`config.mk`:
```
export PLATFORM = sky130hd
export DESIGN_NAME = cpw_unit
export DESIGN_NICKNAME = d
export VERILOG_FILES = /design/src/hw/cpw_pkg.sv /design/src/hw/cpw_pwm_if.sv /design/src/hw/cpw_pwm.sv /design/src/hw/cpw_unit.sv
export VERILOG_INCLUDE_DIRS = /design/src /design/src/hw
export SDC_FILE = /design/constraint.sdc
export NUM_CORES = 1
export LEC_CHECK = 0
export BUFFER_PORTS_ARGS = -buffer_cell sky130_fd_sc_hd__buf_2
export CORE_ASPECT_RATIO = 0.7
export CORE_MARGIN = 4
export CORE_UTILIZATION = 52
export CTS_CLUSTER_DIAMETER = 30
export DETAILED_ROUTE_END_ITERATION = 16
export PLACE_DENSITY = 0.73
export REMOVE_ABC_BUFFERS = 1
export SETUP_SLACK_MARGIN = 0.5
export SLEW_MARGIN = 0
export SYNTH_ARGS = -nofsm -noshare
export SYNTH_HDL_FRONTEND = slang
export SYNTH_HIERARCHICAL = 1
export SYNTH_SLANG_ARGS = --single-unit
```
`constraint.sdc`:
```
create_clock -name clk_i -period 3.92 [get_ports clk_i]
set_input_delay 0.98 -clock clk_i [delete_from_list [all_inputs] [get_ports clk_i]]
set_output_delay 0.98 -clock clk_i [all_outputs]
set_load 0.02 [all_outputs]
```
`src/hw/cpw_consts.svh`:
```
`ifndef CPW_CONSTS_SVH
`define CPW_CONSTS_SVH

// ****************************************
// Register map
// ****************************************
`define CPW_ADDR_W 4
`define CPW_OFF_UNIT_CONTROL 4'h0
`define CPW_OFF_CMP_LOW 4'h1
`define CPW_OFF_CMP_HIGH 4'h2
`define CPW_OFF_TMRA_LOW 4'h3
`define CPW_OFF_TMRA_HIGH 4'h4
`define CPW_OFF_STATUS 4'h5
`define CPW_OFF_PERIOD 4'h6
`define CPW_OFF_TMRB_CTRL 4'h7
`define CPW_OFF_PIN_REMAP 4'h8
`define CPW_OFF_PIN_DIR 4'h9
`define CPW_OFF_TMRB_COUNT 4'hA

// ****************************************
// Field positions
// ****************************************
`define CPW_UC_MODE_LSB 0
`define CPW_UC_DUTY_LSB 4
`define CPW_ST_MATCH_BIT 0
`define CPW_ST_OVF_BIT 1
`define CPW_TBC_ON_BIT 2

// ****************************************
// Reset values
// ****************************************
`define CPW_RST_BYTE 8'h00
`define CPW_RST_WORD 16'h0000
`define CPW_RST_PERIOD 8'hFF
`define CPW_RST_TBC 3'h0
`define CPW_RST_DIR 1'h1

// ****************************************
// Timing counts
// ****************************************
`define CPW_TMRA_MAX 16'hFFFF
`define CPW_PRE_1 6'h03
`define CPW_PRE_4 6'h0F
`define CPW_PRE_16 6'h3F

`endif

```
`src/hw/cpw_pkg.sv`:
```
`include "cpw_consts.svh"

package cpw_pkg;

  typedef enum logic [3:0] {
    CPW_MODE_OFF = 4'b0000,
    CPW_MODE_TOGGLE = 4'b0010,
    CPW_MODE_SET = 4'b1000,
    CPW_MODE_CLEAR = 4'b1001,
    CPW_MODE_SOFT = 4'b1010,
    CPW_MODE_SPECIAL = 4'b1011
  } cpw_mode_t;

  typedef enum logic {
    CPW_SEV_IDLE = 1'b0,
    CPW_SEV_PEND = 1'b1
  } cpw_sev_t;

  typedef logic [`CPW_ADDR_W-1:0] cpw_addr_t;

endpackage : cpw_pkg

```
`src/hw/cpw_pwm_if.sv`:
```
`timescale 1ns/1ps

interface cpw_pwm_if;
  logic enable;
  logic [7:0] period;
  logic [2:0] tb_ctrl;
  logic [9:0] duty;
  logic pwm_level;
  logic [7:0] duty_latched;
  logic [7:0] tb_count;

  modport main (
    output enable,
    output period,
    output tb_ctrl,
    output duty,
    input pwm_level,
    input duty_latched,
    input tb_count
  );

  modport pwm (
    input enable,
    input period,
    input tb_ctrl,
    input duty,
    output pwm_level,
    output duty_latched,
    output tb_count
  );
endinterface : cpw_pwm_if

```
`src/hw/cpw_pwm.sv`:
```
`timescale 1ns/1ps
`include "cpw_consts.svh"

module cpw_pwm (
  input wire logic clk_i,
  input wire logic srst_i,
  cpw_pwm_if.pwm pw
);
  import cpw_pkg::*;

  logic [5:0] pre_r;
  logic [5:0] pre_nxt;
  logic [7:0] cnt_r;
  logic [7:0] cnt_nxt;
  logic [9:0] lat_r;
  logic [9:0] lat_nxt;
  logic lvl_r;
  logic lvl_nxt;
  logic [9:0] base_nxt;
  wire run = pw.enable & pw.tb_ctrl[`CPW_TBC_ON_BIT];
  wire [5:0] pre_lim = (pw.tb_ctrl[1:0] == 2'b00) ? `CPW_PRE_1 :
                       (pw.tb_ctrl[1:0] == 2'b01) ? `CPW_PRE_4 : `CPW_PRE_16;
  wire step = run & (pre_r == pre_lim);
  wire wrap = step & (cnt_r == pw.period);
  always_comb
  begin
    pre_nxt = step ? 6'h00 : (run ? pre_r + 6'h01 : pre_r);
    cnt_nxt = wrap ? 8'h00 : (step ? cnt_r + 8'h01 : cnt_r);
    lat_nxt = wrap ? pw.duty : lat_r;
    // Compare the coming base, so the pin is already low while base equals duty
    case (pw.tb_ctrl[1:0])
      2'b00: base_nxt = {cnt_nxt, pre_nxt[1:0]};
      2'b01: base_nxt = {cnt_nxt, pre_nxt[3:2]};
      default: base_nxt = {cnt_nxt, pre_nxt[5:4]};
    endcase
    lvl_nxt = lvl_r;
    if (!pw.enable)
      lvl_nxt = 1'b0;
    else if (wrap)
      lvl_nxt = (pw.duty != 10'h000);
    else if (run && base_nxt == lat_nxt)
      lvl_nxt = 1'b0;
  end

  always_ff @(posedge clk_i)
  begin
    if (srst_i)
    begin
      pre_r <= 6'h00;
      cnt_r <= 8'h00;
      lat_r <= 10'h000;
      lvl_r <= 1'b0;
    end
    else
    begin
      pre_r <= pre_nxt;
      cnt_r <= cnt_nxt;
      lat_r <= lat_nxt;
      lvl_r <= lvl_nxt;
    end
  end

  assign pw.pwm_level = lvl_r;
  assign pw.duty_latched = lat_r[9:2];
  assign pw.tb_count = cnt_r;

endmodule : cpw_pwm

```
`src/hw/cpw_unit.sv`:
```
// Local design decisions: the strobed register port and the placing of the registers.
`timescale 1ns/1ps
`include "cpw_consts.svh"

module cpw_unit #(
  parameter int PIN_COUNT = 2
) (
  input wire logic clk_i,
  input wire logic srst_i,
  input wire cpw_pkg::cpw_addr_t addr_i,
  input wire logic [7:0] wdata_i,
  input wire logic wr_i,
  input wire logic rd_i,
  output logic [7:0] rdata_o,
  input wire logic timer_a_tick_i,
  input wire logic adc_enable_i,
  output logic special_event_o,
  output logic adc_start_o,
  output logic match_flag_o,
  output logic timer_a_overflow_flag_o,
  output logic [PIN_COUNT-1:0] unit_pin_o,
  output logic [PIN_COUNT-1:0] unit_pin_oe_o
);
  import cpw_pkg::*;

  // ****************************************
  // Helpers
  // ****************************************
  function automatic logic hit(input cpw_addr_t a, input cpw_addr_t off);
    hit = (a == off);
  endfunction : hit

  function automatic logic is_compare(input logic [3:0] m);
    is_compare = (m == CPW_MODE_TOGGLE) || (m == CPW_MODE_SET) ||
                 (m == CPW_MODE_CLEAR) || (m == CPW_MODE_SOFT) ||
                 (m == CPW_MODE_SPECIAL);
  endfunction : is_compare

  // ****************************************
  // State
  // ****************************************
  logic [7:0] uc_r;
  logic [7:0] uc_nxt;
  logic [7:0] cvl_r;
  logic [7:0] cvl_nxt;
  logic [7:0] cvh_r;
  logic [7:0] cvh_nxt;
  logic [15:0] tmra_r;
  logic [15:0] tmra_nxt;
  logic match_r;
  logic match_nxt;
  logic ovf_r;
  logic ovf_nxt;
  logic eq_prev_r;
  logic latch_r;
  logic latch_nxt;
  logic [7:0] period_r;
  logic [7:0] period_nxt;
  logic [2:0] tbc_r;
  logic [2:0] tbc_nxt;
  logic [$clog2(PIN_COUNT)-1:0] remap_r;
  logic [$clog2(PIN_COUNT)-1:0] remap_nxt;
  logic dir_r;
  logic dir_nxt;
  logic [7:0] rdata_r;
  logic [7:0] rdata_nxt;
  cpw_sev_t sev_r;
  cpw_sev_t sev_nxt;

  cpw_pwm_if pwm_bus ();

  // ****************************************
  // Decode
  // ****************************************
  wire [3:0] mode = uc_r[`CPW_UC_MODE_LSB +: 4];
  wire pwm_mode = (mode[3:2] == 2'b11);
  wire cmp_mode = is_compare(mode);
  wire wr_uc = wr_i & hit(addr_i, `CPW_OFF_UNIT_CONTROL);
  wire wr_cvl = wr_i & hit(addr_i, `CPW_OFF_CMP_LOW);
  // High compare byte is read-only while PWM owns it
  wire wr_cvh = wr_i & hit(addr_i, `CPW_OFF_CMP_HIGH) & ~pwm_mode;
  wire wr_tal = wr_i & hit(addr_i, `CPW_OFF_TMRA_LOW);
  wire wr_tah = wr_i & hit(addr_i, `CPW_OFF_TMRA_HIGH);
  wire wr_st = wr_i & hit(addr_i, `CPW_OFF_STATUS);
  wire wr_pr = wr_i & hit(addr_i, `CPW_OFF_PERIOD);
  wire wr_tbc = wr_i & hit(addr_i, `CPW_OFF_TMRB_CTRL);
  wire wr_rm = wr_i & hit(addr_i, `CPW_OFF_PIN_REMAP);
  wire wr_dir = wr_i & hit(addr_i, `CPW_OFF_PIN_DIR);

  // ****************************************
  // Compare engine
  // ****************************************
  wire [15:0] cmp_val = {cvh_r, cvl_r};
  // Equality is only seen while clk_i runs
  wire eq = (tmra_r == cmp_val);
  // Edge of equality, so a slow timer resting on the value acts once
  wire match_ev = cmp_mode & eq & ~eq_prev_r;
  wire sev_ev = match_ev & (mode == CPW_MODE_SPECIAL);
  wire sev_armed = sev_ev | (sev_r == CPW_SEV_PEND);
  // Reset only if the match still stands at the timer edge
  wire tmra_clear = sev_armed & eq & timer_a_tick_i;
  wire tmra_wrap = timer_a_tick_i & ~tmra_clear & (tmra_r == `CPW_TMRA_MAX);
  wire st_clr_match = wr_st & wdata_i[`CPW_ST_MATCH_BIT];
  wire st_clr_ovf = wr_st & wdata_i[`CPW_ST_OVF_BIT];

  always_comb
  begin
    sev_nxt = sev_r;
    case (sev_r)
      CPW_SEV_IDLE:
      begin
        if (sev_ev && !tmra_clear)
          sev_nxt = CPW_SEV_PEND;
      end
      CPW_SEV_PEND:
      begin
        if (tmra_clear || !eq || mode != CPW_MODE_SPECIAL)
          sev_nxt = CPW_SEV_IDLE;
      end
      default:
        sev_nxt = CPW_SEV_IDLE;
    endcase
  end

  always_comb
  begin
    tmra_nxt = tmra_r;
    if (wr_tal)
      tmra_nxt = {tmra_r[15:8], wdata_i};
    else if (wr_tah)
      tmra_nxt = {wdata_i, tmra_r[7:0]};
    else if (tmra_clear)
      tmra_nxt = `CPW_RST_WORD;
    else if (timer_a_tick_i)
      tmra_nxt = tmra_r + 16'h0001;
  end

  // Set wins over a clear in the same cycle
  assign match_nxt = match_ev | (match_r & ~st_clr_match);
  // Trigger reset is excluded from wrap, so it never flags overflow
  assign ovf_nxt = tmra_wrap | (ovf_r & ~st_clr_ovf);

  always_comb
  begin
    latch_nxt = latch_r;
    if (uc_r == `CPW_RST_BYTE)
      latch_nxt = 1'b0;
    else if (match_ev)
    begin
      case (cpw_mode_t'(mode))
        CPW_MODE_TOGGLE: latch_nxt = ~latch_r;
        CPW_MODE_SET: latch_nxt = 1'b1;
        CPW_MODE_CLEAR: latch_nxt = 1'b0;
        CPW_MODE_SOFT: latch_nxt = latch_r;
        CPW_MODE_SPECIAL: latch_nxt = latch_r;
        default: latch_nxt = latch_r;
      endcase
    end
  end

  // ****************************************
  // Registers written by software
  // ****************************************
  assign uc_nxt = wr_uc ? wdata_i : uc_r;
  assign cvl_nxt = wr_cvl ? wdata_i : cvl_r;
  assign cvh_nxt = wr_cvh ? wdata_i : cvh_r;
  assign period_nxt = wr_pr ? wdata_i : period_r;
  assign tbc_nxt = wr_tbc ? wdata_i[2:0] : tbc_r;
  assign remap_nxt = wr_rm ? wdata_i[$clog2(PIN_COUNT)-1:0] : remap_r;
  assign dir_nxt = wr_dir ? wdata_i[0] : dir_r;

  // ****************************************
  // PWM generator
  // ****************************************
  assign pwm_bus.enable = pwm_mode;
  assign pwm_bus.period = period_r;
  assign pwm_bus.tb_ctrl = tbc_r;
  assign pwm_bus.duty = {cvl_r, uc_r[`CPW_UC_DUTY_LSB +: 2]};

  cpw_pwm u_pwm (
    .clk_i(clk_i),
    .srst_i(srst_i),
    .pw(pwm_bus.pwm)
  );

  // ****************************************
  // Read path
  // ****************************************
  wire [7:0] status = {6'h00, ovf_r, match_r};
  wire [7:0] cvh_view = pwm_mode ? pwm_bus.duty_latched : cvh_r;

  always_comb
  begin
    rdata_nxt = 8'h00;
    if (rd_i)
    begin
      case (addr_i)
        `CPW_OFF_UNIT_CONTROL: rdata_nxt = uc_r;
        `CPW_OFF_CMP_LOW: rdata_nxt = cvl_r;
        `CPW_OFF_CMP_HIGH: rdata_nxt = cvh_view;
        `CPW_OFF_TMRA_LOW: rdata_nxt = tmra_r[7:0];
        `CPW_OFF_TMRA_HIGH: rdata_nxt = tmra_r[15:8];
        `CPW_OFF_STATUS: rdata_nxt = status;
        `CPW_OFF_PERIOD: rdata_nxt = period_r;
        `CPW_OFF_TMRB_CTRL: rdata_nxt = {5'h00, tbc_r};
        `CPW_OFF_PIN_REMAP: rdata_nxt = 8'(remap_r);
        `CPW_OFF_PIN_DIR: rdata_nxt = {7'h00, dir_r};
        `CPW_OFF_TMRB_COUNT: rdata_nxt = pwm_bus.tb_count;
        default: rdata_nxt = 8'h00;
      endcase
    end
  end

  // ****************************************
  // Flops
  // ****************************************
  always_ff @(posedge clk_i)
  begin
    if (srst_i)
    begin
      uc_r <= `CPW_RST_BYTE;
      cvl_r <= `CPW_RST_BYTE;
      cvh_r <= `CPW_RST_BYTE;
      period_r <= `CPW_RST_PERIOD;
      tbc_r <= `CPW_RST_TBC;
      dir_r <= `CPW_RST_DIR;
      rdata_r <= `CPW_RST_BYTE;
    end
    else
    begin
      uc_r <= uc_nxt;
      cvl_r <= cvl_nxt;
      cvh_r <= cvh_nxt;
      period_r <= period_nxt;
      tbc_r <= tbc_nxt;
      dir_r <= dir_nxt;
      rdata_r <= rdata_nxt;
    end
  end

  always_ff @(posedge clk_i)
  begin
    if (srst_i)
    begin
      tmra_r <= `CPW_RST_WORD;
      match_r <= 1'b0;
      ovf_r <= 1'b0;
      eq_prev_r <= 1'b0;
      latch_r <= 1'b0;
      remap_r <= '0;
      sev_r <= CPW_SEV_IDLE;
    end
    else
    begin
      tmra_r <= tmra_nxt;
      match_r <= match_nxt;
      ovf_r <= ovf_nxt;
      eq_prev_r <= eq;
      latch_r <= latch_nxt;
      remap_r <= remap_nxt;
      sev_r <= sev_nxt;
    end
  end

  // ****************************************
  // Pin steering
  // ****************************************
  // Zero unit_control leaves no owning mode, so the pin is let go
  wire owns_pin = pwm_mode | (mode == CPW_MODE_TOGGLE) |
                  (mode == CPW_MODE_SET) | (mode == CPW_MODE_CLEAR);
  // A released pin shows low, even while the latch clears a cycle later
  wire pin_level = owns_pin & (pwm_mode ? pwm_bus.pwm_level : latch_r);
  // Driver also needs the direction bit cleared by software
  wire drive = owns_pin & ~dir_r;

  always_comb
  begin
    unit_pin_o = '0;
    unit_pin_oe_o = '0;
    for (int i = 0; i < PIN_COUNT; i++)
    begin
      if (remap_r == i[$clog2(PIN_COUNT)-1:0])
      begin
        unit_pin_o[i] = pin_level;
        unit_pin_oe_o[i] = drive;
      end
    end
  end

  assign rdata_o = rdata_r;
  assign special_event_o = sev_ev;
  assign adc_start_o = sev_ev & adc_enable_i;
  assign match_flag_o = match_r;
  assign timer_a_overflow_flag_o = ovf_r;

endmodule : cpw_unit

```
==> results_dict.tcl, run 1 <==
set metrics [dict create \
    synth-edff-count 0 \
    layout.filler_cells 952 \
    cts_sinks 91 \
    placeableCoreArea_um2 10400 \
    cts_resized 0 \
    setup.worst_path.class "reg -> out" \
    dr.first_iter.drc_count 909 \
    crit_path_top_delay_cell "sky130_fd_sc_hd__dfxtp_1" \
    syn-mean-instance-area_um2 8.16 \
    final.setup.worst_slack_ns 0.577 \
    most_frequent_cells_in_the_layout "91 x sky130_fd_sc_hd__dfxtp_1, 82 x sky130_fd_sc_hd__nand2_1, 59 x sky130_fd_sc_hd__nor2_1, 48 x sky130_fd_sc_hd__a21oi_1, 38 x sky130_fd_sc_hd__o21ai_0" \
    antenna_left 0 \
    critical_path_arrival_ns 2.36 \
    regToRegEndpoint "u_pwm/pw.tb_count[7]" \
    worst_setup_path_startpoint "tmra_r[8]" \
    worst_pin_slew_ns 0.884 \
    synth_cell_types 76 \
    period_needed_ns 3.34 \
    num-nets-final 705 \
    final_layout_size_suffix_gt1_frac 0.126 \
    dr.pass1.iters 5 \
    clock_tree.htree_level_count 3 \
    floorplan.initialDensity 0.537 \
    ys_seq_area_frac 0.326 \
    finalCritPeriodShare 0.853 \
    cellPowerDensity_nw_per_um2 340 \
    cpPeakStageDelay_ns 0.58 \
    startpoint_kind_of_the_worst_setup_timing_path "register" \
    worstSkewPairLatency_ns 0.34 \
    fp.dieH_um 94.7 \
    min_path_type "reg -> reg" \
    global_route_hottest_layer "met2" \
    max_slew_violation_total_from_the_final_report 0 \
    p_leak_nw 2.37 \
    vias_in_the_first_global_route 4816 \
    yosys.area.top_type "sky130_fd_sc_hd__dfxtp_1" \
    ir_drop_v 0.000255 \
    timing.rr.start "uc_r[3]" \
    rsz0062_at_grt "false" \
    synth_top_flop_cell "sky130_fd_sc_hd__dfxtp_1" \
    grt_pass1_wl_mm 27.4 \
    routabilityCongestion 1.01 \
    netlist.area_leader.share 0.326 \
    cts_made_buffers 9 \
    met2_track_utilization_from_global_routing 0.415 \
    totalWireLength_mm 17.8 \
    critical_path.max_fanout 13 \
    grt_max_degree 66 \
    synth_warnings 6 \
    timing.max_slew.rel_slack 0.407 \
    synth.cell_area_um2 5580 \
    number_of_drc_violations_after_detailed_routing 0 \
    dieArea_um2 12500 \
    data_required_time_of_the_critical_path_ns 2.94 \
    area_delta_synth_final_pct 7.37 \
    route.vias.total 5457 \
    crit_path_cell_trace "xor2_2, nor4_4, nand4_4, nor3_1, and2_1, buf_2" \
    synthesis.instances 684 \
    yosys_register_bits 91 \
    gr-usage-met3 0.0708 \
    num_rows 31 \
    setup.worst_path.end "adc_start_o" \
    multi_input_comb_area_um2 3460 \
    worst_case_register_to_register_setup_slack_ns 0.75 \
    use_met1 0.410 \
    run_status "complete, no violations" \
    width_of_the_die_um 132 \
    cts_tree "done" \
    synth-async-reset-ratio 0 \
    antenna_cells 0 \
    cts-hold-fix-buffers 0 \
    finalHoldViolCount 0 \
    timing.final.setup_violations 0 \
    clock_tree.root_cell "sky130_fd_sc_hd__clkbuf_16" \
    wirelength_per_cell_um 21.7 \
    floorplan.io_pins 34 \
    dp_slack_ns 0.779 \
    layout_commonest_cell "sky130_fd_sc_hd__dfxtp_1" \
    clk_pin_slew_ns 0.07 \
    grt_remaining_overflow 0 \
    ys_top_cells_by_area "sky130_fd_sc_hd__dfxtp_1 33%, sky130_fd_sc_hd__mux2i_1 6.1%, sky130_fd_sc_hd__nand2_1 5.6%" \
    max_cap_viol_count 0 \
    utilization 0.577 \
    io_buffer_count 33 \
    antenna_found_initial 0 \
    finClkSkew_ns 0.00873 \
    r2r_cells 8 \
    post-cts-setup-buffers 0 \
    grtUsageTotal 0.283 \
    critical_path.endpoint_type "output pin" \
    seq_area_um2 1820 \
    tns_ns 0 \
    routed_via_density 6.65 \
    place_hpwl_mm 12.7 \
    clock_tree.buffer_depth 2 \
    max_clock_freq_ghz 0.299 \
]
state kept, by name, summed over array words and instances (netlist names), 3 cells and up:
signal,cells
u_pwm/pre_r,6
u_pwm/lat_r,10
tmra_r,16
cvl_r,8
uc_r,8
u_pwm/pw.tb_count,8
rdata_o,8
period_r,8
pwm_bus.tb_ctrl,3
cvh_r,8
per-layer routing:
| metal | vias up | wire length [um] |
|---|---|---|
| met5 | - | 0 |
| met4 | 0 | 240 |
| met3 | 22 | 2110 |
| met2 | 312 | 7480 |
| met1 | 2630 | 7950 |
| li1 | 2493 | - |
worst min path at each step:
stage / from / to / slack (ns) / cells past startpoint
after floorplan: u_pwm/lat_r[3] / u_pwm/lat_r[3] / 0.44 / 2
after global routing: timer_a_overflow_flag_o / timer_a_overflow_flag_o / 0.51 / 2
final: u_pwm/lat_r[0] / u_pwm/lat_r[0] / 0.47 / 2
after CTS: u_pwm/lat_r[0] / u_pwm/lat_r[0] / 0.47 / 2
after detailed placement: u_pwm/lat_r[0] / u_pwm/lat_r[0] / 0.46 / 2
after global placement: u_pwm/lat_r[0] / u_pwm/lat_r[0] / 0.46 / 2
where the power goes:
part	internal (mW)	switching (mW)	leakage [nW]	total, mW
Sequential	0.937	0.0214	0.735	0.958
Combinational	0.0605	0.133	1.49	0.194
Clock	0.524	0.364	0.144	0.888
Total	1.52	0.518	2.37	2.04
cell type report:
cell class	count	share of cell area
Clock inverter	4	0.00835
Timing Repair Buffer	39	0.0351
Clock buffer	11	0.0422
Tap cell	132	0.0276
Sequential cell	91	0.304
Inverter	10	0.00626
Multi-Input combinational cell	533	0.577
per-stage QoR:
stage	area [um^2]	instances	total power, mW	hold WS [ns]
floorplan	5310	634	1.07	0.439
global route	5990	820	2.10	0.508
global placement	5690	805	1.16	0.458
finish	5990	820	2.04	0.475
detailed placement	5690	805	1.16	0.465
CTS	5990	820	2.04	0.473
worst max-delay path, delay by kind of cell, from the launching register on:
kind | cells | cell delay (ns)
XOR/XNOR | 1 | 0.15
buffers and inverters | 1 | 0.15
flip-flops | 1 | 0.58
AND/OR/NAND/NOR | 4 | 1.11
synth_stat cells (4+ instances only):
library cell                number
sky130_fd_sc_hd__inv_1           9
sky130_fd_sc_hd__nand4_1        10
sky130_fd_sc_hd__o32ai_1         5
sky130_fd_sc_hd__o22ai_1        12
sky130_fd_sc_hd__xnor2_1         8
sky130_fd_sc_hd__dfxtp_1        91
sky130_fd_sc_hd__buf_4          10
sky130_fd_sc_hd__nor4_1          5
sky130_fd_sc_hd__nor3b_1         4
sky130_fd_sc_hd__xor2_1         27
sky130_fd_sc_hd__a21oi_1        48
sky130_fd_sc_hd__buf_2          17
sky130_fd_sc_hd__nor3_1         20
sky130_fd_sc_hd__or3_1           5
sky130_fd_sc_hd__a22oi_1        10
sky130_fd_sc_hd__a211oi_1        5
sky130_fd_sc_hd__nor2b_1        13
sky130_fd_sc_hd__nand2_1        83
sky130_fd_sc_hd__a31oi_1        10
sky130_fd_sc_hd__clkbuf_1       17
sky130_fd_sc_hd__nand2b_1        6
sky130_fd_sc_hd__nor4_4          4
sky130_fd_sc_hd__nand3_1        31
sky130_fd_sc_hd__nor2_1         59
sky130_fd_sc_hd__o21ai_0        38
sky130_fd_sc_hd__mux2_2          5
sky130_fd_sc_hd__and3_1         14
sky130_fd_sc_hd__o2111ai_1       4
sky130_fd_sc_hd__mux2i_1        34
sky130_fd_sc_hd__o31a_1          4
cell families (layout without fill, tap and decap cells):
group           after synthesis  after routing  synth area share
simple gates                277            277             0.259
compound gates              175            175             0.215
flops                        91             91             0.326
buf+inv                      60             64            0.0549
mux                          40             40            0.0751
xor+xnor                     38             38            0.0637
fa+ha+maj                     3              3           0.00672
Note: power is estimated with default switching activity, not from simulation.
==> run 2, diff against run 1 <==
--- a/config.mk
+++ b/config.mk
@@ -8,10 +8,12 @@
 export LEC_CHECK = 0
 export BUFFER_PORTS_ARGS = -buffer_cell sky130_fd_sc_hd__buf_2
+export CELL_PAD_IN_SITES_DETAIL_PLACEMENT = 1
+export CELL_PAD_IN_SITES_GLOBAL_PLACEMENT = 2
 export CORE_ASPECT_RATIO = 0.7
 export CORE_MARGIN = 4
-export CORE_UTILIZATION = 52
+export CORE_UTILIZATION = 40
 export CTS_CLUSTER_DIAMETER = 30
 export DETAILED_ROUTE_END_ITERATION = 16
-export PLACE_DENSITY = 0.73
+export PLACE_DENSITY = 0.88
 export REMOVE_ABC_BUFFERS = 1
 export SETUP_SLACK_MARGIN = 0.5
==> constraint.sdc (replaced) <==
create_clock -name clk_i -period 3.92 [get_ports clk_i]
set_input_delay 0.98 -clock clk_i [delete_from_list [all_inputs] [get_ports clk_i]]
set_output_delay 0.98 -clock clk_i [all_outputs]
set_load 0.005 [all_outputs]
==> run 2 against run 1 <==
Global-route usage shrank 1.9 points. Via count grew 1.3%. Register-to-register slack lost 0.03 ns. Total power grew 7.2%. Cell count grew 7.8%. Clock skew grew 0.0013 ns. Maximum frequency grew 4.4%. Largest power group is now the clock network.
==> results_dict.tcl, run 2 (synthesis results as in run 1) <==
set metrics [dict create \
    run_status "complete, no violations" \
    max_slew_violation_total_from_the_final_report 0 \
    cts_sinks 91 \
    route.vias.total 5526 \
    final_layout_size_suffix_gt1_frac 0.139 \
    placeableCoreArea_um2 13400 \
    max_clock_freq_ghz 0.312 \
    place_hpwl_mm 15.4 \
    area_delta_synth_final_pct 10.6 \
    crit_cells 10 \
    finClkSkew_ns 0.00999 \
    worstSkewPairLatency_ns 0.36 \
    worst_pin_slew_ns 0.797 \
    cpPeakStageDelay_ns 0.62 \
    wirelength_per_cell_um 23.7 \
    critical_path.max_fanout 12 \
    width_of_the_die_um 149 \
    routed_via_density 6.25 \
    totalWireLength_mm 20.9 \
    worst_case_register_to_register_setup_slack_ns 0.72 \
    setup.worst_path.end "u_pwm/pw.pwm_level" \
    critical_path.n_buffers_inverters 2 \
    critical_path_arrival_ns 3.44 \
    finalHoldViolCount 0 \
    critical_path.endpoint_type "register" \
    register_with_the_most_flip_flops "tmra_r" \
    crit_path_cell_trace "nand2_1, inv_1, and3_1, nand3_1, o32ai_4, buf_4, nor2b_1, o21ai_0, o2111a_1, a31oi_1" \
    p_leak_nw 2.44 \
    timing.rr.start "uc_r[3]" \
    antenna_found_initial 0 \
    timing.max_slew.rel_slack 0.467 \
    floorplan.io_pins 34 \
    period_needed_ns 3.20 \
    r2r_cells 10 \
    crit_path_top_delay_cell "sky130_fd_sc_hd__dfxtp_1" \
    dieArea_um2 15900 \
    grt_pass1_wl_mm 32.2 \
    pwr-share-seq 0.437 \
    num-nets-final 716 \
    post-cts-setup-buffers 0 \
    cts_tree "done" \
    dr.first_iter.drc_count 530 \
    grtUsageTotal 0.263 \
    place.detailed.instances 869 \
    vias_in_the_first_global_route 5529 \
    swShare 0.256 \
    gate_power_share 0.097 \
    floorplan.initialDensity 0.417 \
    layoutNonFillerInstCount 884 \
    number_of_drc_violations_after_detailed_routing 0 \
    cellPowerDensity_nw_per_um2 354 \
    cts-hold-fix-buffers 0 \
    most_frequent_cells_in_the_layout "91 x sky130_fd_sc_hd__dfxtp_1, 83 x sky130_fd_sc_hd__nand2_1, 59 x sky130_fd_sc_hd__nor2_1, 48 x sky130_fd_sc_hd__a21oi_1, 38 x sky130_fd_sc_hd__o21ai_0" \
    num_rows 35 \
    largest_reg_flops 16 \
    fp.dieH_um 107 \
    layout_commonest_cell "sky130_fd_sc_hd__dfxtp_1" \
    cts_made_buffers 9 \
    rsz0062_at_grt "false" \
    biggestRegsByFlops "tmra_r (16), u_pwm/lat_r (10)" \
    crit_path_max_delay_family "simple AND/OR/NAND/NOR gates" \
    max_cap_viol_count 0 \
    data_required_time_of_the_critical_path_ns 4.16 \
    worst_setup_path_startpoint "uc_r[3]" \
    clk_pin_slew_ns 0.07 \
    grt_remaining_overflow 0 \
    switching_power_mw 0.560 \
    clock_tree.htree_level_count 3 \
    regToRegEndpoint "u_pwm/pw.pwm_level" \
    antenna_cells 0 \
    io_buffer_count 33 \
    grt_max_degree 46 \
    clock_tree.root_cell "sky130_fd_sc_hd__clkbuf_16" \
    setup.worst_path.class "reg -> reg" \
    startpoint_kind_of_the_worst_setup_timing_path "register" \
    timing.final.setup_violations 0 \
    antenna_left 0 \
    layout.filler_cells 1639 \
    pwr-share-clk 0.466 \
    clock_tree.buffer_depth 2 \
    cts_resized 0 \
    finalCritPeriodShare 0.817 \
    ir_drop_v 0.000209 \
    routabilityCongestion 0.945 \
    tns_ns 0 \
    internal-power_mw 1.63 \
    min_path_type "reg -> reg" \
    dr.pass1.iters 5 \
]
==> run 2: cell types whose count changed in the layout (fill, tap and decap cells not counted), sizes merged <==
| cell | previous run | this run |
|---|---|---|
| clkbuf | 11 | 9 |
| buf | 39 | 50 |
| inv | 9 | 10 |
| bufinv | 1 | 3 |
| clkinv | 2 | 1 |
==> run 2: power by group through the flow <==
stage | Sequential (mW) | Clock, mW | Combinational [mW]
floorplan | 0.969 | 0 | 0.104
global placement | 0.976 | 0 | 0.203
detailed placement | 0.976 | 0 | 0.206
CTS | 0.955 | 1.03 | 0.208
global route | 0.957 | 1.07 | 0.227
finish | 0.956 | 1.02 | 0.213
==> run 2: worst min path at each step <==
stage / startpoint / endpoint / cells after the start
after detailed placement: u_pwm/lat_r[0] / u_pwm/lat_r[0] / 2
after global placement: u_pwm/lat_r[0] / u_pwm/lat_r[0] / 2
after CTS: u_pwm/lat_r[0] / u_pwm/lat_r[0] / 2
final: match_flag_o / match_flag_o / 2
after global routing: match_flag_o / match_flag_o / 2
after floorplan: u_pwm/lat_r[3] / u_pwm/lat_r[3] / 2
==> run 2: worst reg2reg max path: stages (launching register included) <==
cell	delay [ns]
sky130_fd_sc_hd__dfxtp_1	0.62
sky130_fd_sc_hd__nand2_1	0.42
sky130_fd_sc_hd__inv_1	0.34
sky130_fd_sc_hd__and3_1	0.28
sky130_fd_sc_hd__nand3_1	0.18
sky130_fd_sc_hd__o32ai_4	0.34
sky130_fd_sc_hd__buf_4	0.24
sky130_fd_sc_hd__nor2b_1	0.07
sky130_fd_sc_hd__o21ai_0	0.27
sky130_fd_sc_hd__o2111a_1	0.24
sky130_fd_sc_hd__a31oi_1	0.07
==> run 2: stage by stage <==
step                area, um^2   util  hold slack, ns  power [mW]  setup WS (ns)
detailed placement        5840  0.436           0.480        1.18          0.868
floorplan                 5310      -           0.439        1.07           1.32
global placement          5840  0.436           0.467        1.18          0.996
CTS                       6180  0.461           0.488        2.20          0.758
finish                    6180  0.461           0.491        2.19          0.719
global route              6180  0.461           0.510        2.25          0.541
==> run 2: layout make-up <==
cell class | count | area [um^2] | area share
clock buffer | 9 | 225 | 0.0365
clock inverter | 6 | 114 | 0.0184
inverter | 10 | 37.5 | 0.00608
multi-input combinational | 533 | 3450 | 0.559
sequential | 91 | 1820 | 0.295
tap | 185 | 231 | 0.0375
timing repair buffer | 50 | 293 | 0.0474
==> run 2: per-layer routing <==
metal / track usage / share of wire / wire length [um]
met2: 0.380 / 0.42 / 8820
met4: 0.0823 / 0.022 / 470
met1: 0.372 / 0.47 / 9880
met3: 0.0841 / 0.084 / 1760
met5: 0 / 0 / 0
==> run 3, diff against run 2 <==
- CORE_UTILIZATION: 40 -> 34
- PLACE_DENSITY: 0.88 -> 0.8
- clock period: 3.92 -> 2.9 ns (I/O delays scaled with it)
==> run 3 against run 2 <==
Routed wire length increased by 7.5%. Total power increased by 25%. Largest cell class unchanged. Cell area increased by 4.8%. Combinational power increased by 48%. Critical path type is now reg -> out. Register-to-register slack got worse by 0.099 ns. Worst hold slack got worse by 0.0054 ns. Via count increased by 1.5%. Count of clock-buffer cells in the layout increased by 3. Worst setup slack got worse by 0.44 ns. Clock skew decreased by 0.0016 ns.
==> results_dict.tcl, run 3 (synthesis results as in run 1) <==
set metrics [dict create \
    run_status "complete, no violations" \
    place_hpwl_mm 16.6 \
    floorplan.io_pins 34 \
    critical_path.n_buffers_inverters 1 \
    cts_made_buffers 9 \
    grt_max_degree 66 \
    final.setup.worst_slack_ns 0.279 \
    finalCritPeriodShare 0.904 \
    routabilityCongestion 0.951 \
    totalWireLength_mm 22.5 \
    max_clock_freq_ghz 0.382 \
    dieArea_um2 18600 \
    vias_in_the_first_global_route 5604 \
    critical_path.max_fanout 5 \
    finalInstanceArea_um2 6470 \
    clock_tree.buffer_depth 2 \
    final_layout_size_suffix_gt1_frac 0.207 \
    rsz0062_at_grt "true" \
    min_path_type "reg -> reg" \
    grt_remaining_overflow 0 \
    placed_area_um2 6020 \
    number_of_drc_violations_after_detailed_routing 0 \
    dp_slack_ns 0.409 \
    routed_via_density 5.93 \
    dr.first_iter.drc_count 575 \
    timing.rr.start "tmra_r[14]" \
    antenna_left 0 \
    fp.dieH_um 115 \
    finClkSkew_ns 0.00844 \
    period_needed_ns 2.62 \
    worst_case_register_to_register_setup_slack_ns 0.62 \
    layout.filler_cells 1890 \
    num_rows 38 \
    most_frequent_cells_in_the_layout "82 x sky130_fd_sc_hd__nand2_1, 69 x sky130_fd_sc_hd__dfxtp_1, 58 x sky130_fd_sc_hd__nor2_1, 47 x sky130_fd_sc_hd__a21oi_1, 41 x sky130_fd_sc_hd__buf_4" \
    clk_pin_slew_ns 0.07 \
    setup.worst_path.class "reg -> out" \
    data_required_time_of_the_critical_path_ns 2.17 \
    clock_tree.htree_level_count 3 \
    worstSkewPairLatency_ns 0.35 \
    floorplan.initialDensity 0.354 \
    crit_path_top_delay_cell "sky130_fd_sc_hd__nor4_2" \
    min_to "u_pwm/lat_r[0]" \
    layout_commonest_cell "sky130_fd_sc_hd__nand2_1" \
    ir_drop_v 0.000199 \
    register_with_the_most_flip_flops "tmra_r" \
    route.vias.total 5609 \
    largest_reg_flops 16 \
    cts_sinks 91 \
    biggestRegsByFlops "tmra_r (16), u_pwm/lat_r (10)" \
    cpPeakStageDelay_ns 0.38 \
    io_buffer_count 33 \
    dr.pass1.iters 5 \
    startpoint_kind_of_the_worst_setup_timing_path "register" \
    antenna_cells 0 \
    max_slew_violation_total_from_the_final_report 0 \
    num-nets-final 742 \
    post-layout-total-power_mw 2.74 \
    crit_path_cell_trace "xor2_1, nor4_2, nand4_4, nor3_4, and2_1, buf_2" \
    worst_pin_slew_ns 0.616 \
    wirelength_per_cell_um 23.8 \
    critical_path.endpoint_type "output pin" \
    min_from "u_pwm/lat_r[0]" \
    antenna_found_initial 0 \
    tns_ns 0 \
    cellPowerDensity_nw_per_um2 424 \
    crit_path_max_delay_family "simple AND/OR/NAND/NOR gates" \
    timing.final.setup_violations 0 \
    clock_tree.root_cell "sky130_fd_sc_hd__clkbuf_16" \
    min_delay_path_depth 2 \
    max_cap_viol_count 0 \
    critical_path_arrival_ns 1.90 \
    p_leak_nw 2.58 \
    width_of_the_die_um 161 \
    finalHoldViolCount 0 \
    grt_pass1_wl_mm 34.7 \
    placeableCoreArea_um2 15800 \
    r2r_cells 6 \
    timing.max_slew.rel_slack 0.588 \
    cts-hold-fix-buffers 0 \
    area_delta_synth_final_pct 15.9 \
    cts_tree "done" \
    grtUsageTotal 0.247 \
    regToRegEndpoint "tmra_r[8]" \
]
## run 3: timing repair
action,4_1_cts,5_1_grt
setup buffers,4,5
endpoints found under the setup margin,8,10
gates resized for setup,28,9
cloned,0,0
pin swaps,3,4
## run 3: worst reg2reg max path, stage by stage (launching register included)
cell	delay (ns)
sky130_fd_sc_hd__dfxtp_4	0.36
sky130_fd_sc_hd__xor2_1	0.17
sky130_fd_sc_hd__nor4_2	0.38
sky130_fd_sc_hd__nand4_4	0.20
sky130_fd_sc_hd__buf_4	0.26
sky130_fd_sc_hd__o41ai_4	0.58
sky130_fd_sc_hd__o22ai_1	0.18
## run 3: worst max path at each step
stage	to	cells past startpoint	from
global route	adc_start_o	6	tmra_r[14]
detailed placement	tmra_r[2]	6	addr_i[1]
floorplan	u_pwm/pw.pwm_level	9	uc_r[3]
finish	adc_start_o	6	tmra_r[14]
global placement	tmra_r[2]	6	addr_i[1]
CTS	adc_start_o	6	cvl_r[4]
## run 3: area by class of cell
type,count,area (um^2),share of cell area
multi-input combinational,533,3490,0.540
inverter,10,37.5,0.00580
clock inverter,4,25.0,0.00387
clock buffer,12,256,0.0396
sequential,91,1860,0.288
timing repair buffer,76,519,0.0802
tap,220,275,0.0425
## run 3: report_power, final
| part | switching (mW) | leakage [nW] | internal [mW] |
|---|---|---|---|
| Combinational | 0.212 | 1.70 | 0.104 |
| Clock | 0.511 | 0.135 | 0.626 |
| Sequential | 0.0252 | 0.748 | 1.26 |
| Total | 0.748 | 2.58 | 1.99 |
## run 3: per-layer routing
metal / up-vias / share of wire / GRT usage
met1: 2786 / 0.48 / 0.357
met3: 33 / 0.096 / 0.0892
li1: 2565 / - / -
met2: 225 / 0.41 / 0.344
met4: 0 / 0.019 / 0.0716
met5: - / 0 / 0.0126
## run 3: per-stage QoR
stage	std cells	hold WS, ns	utilization
2_1_floorplan	634	0.439	-
3_3_place_gp	921	0.461	0.382
3_5_place_dp	921	0.471	0.382
4_1_cts	941	0.484	0.405
5_1_grt	946	0.515	0.410
6_report	946	0.485	0.410
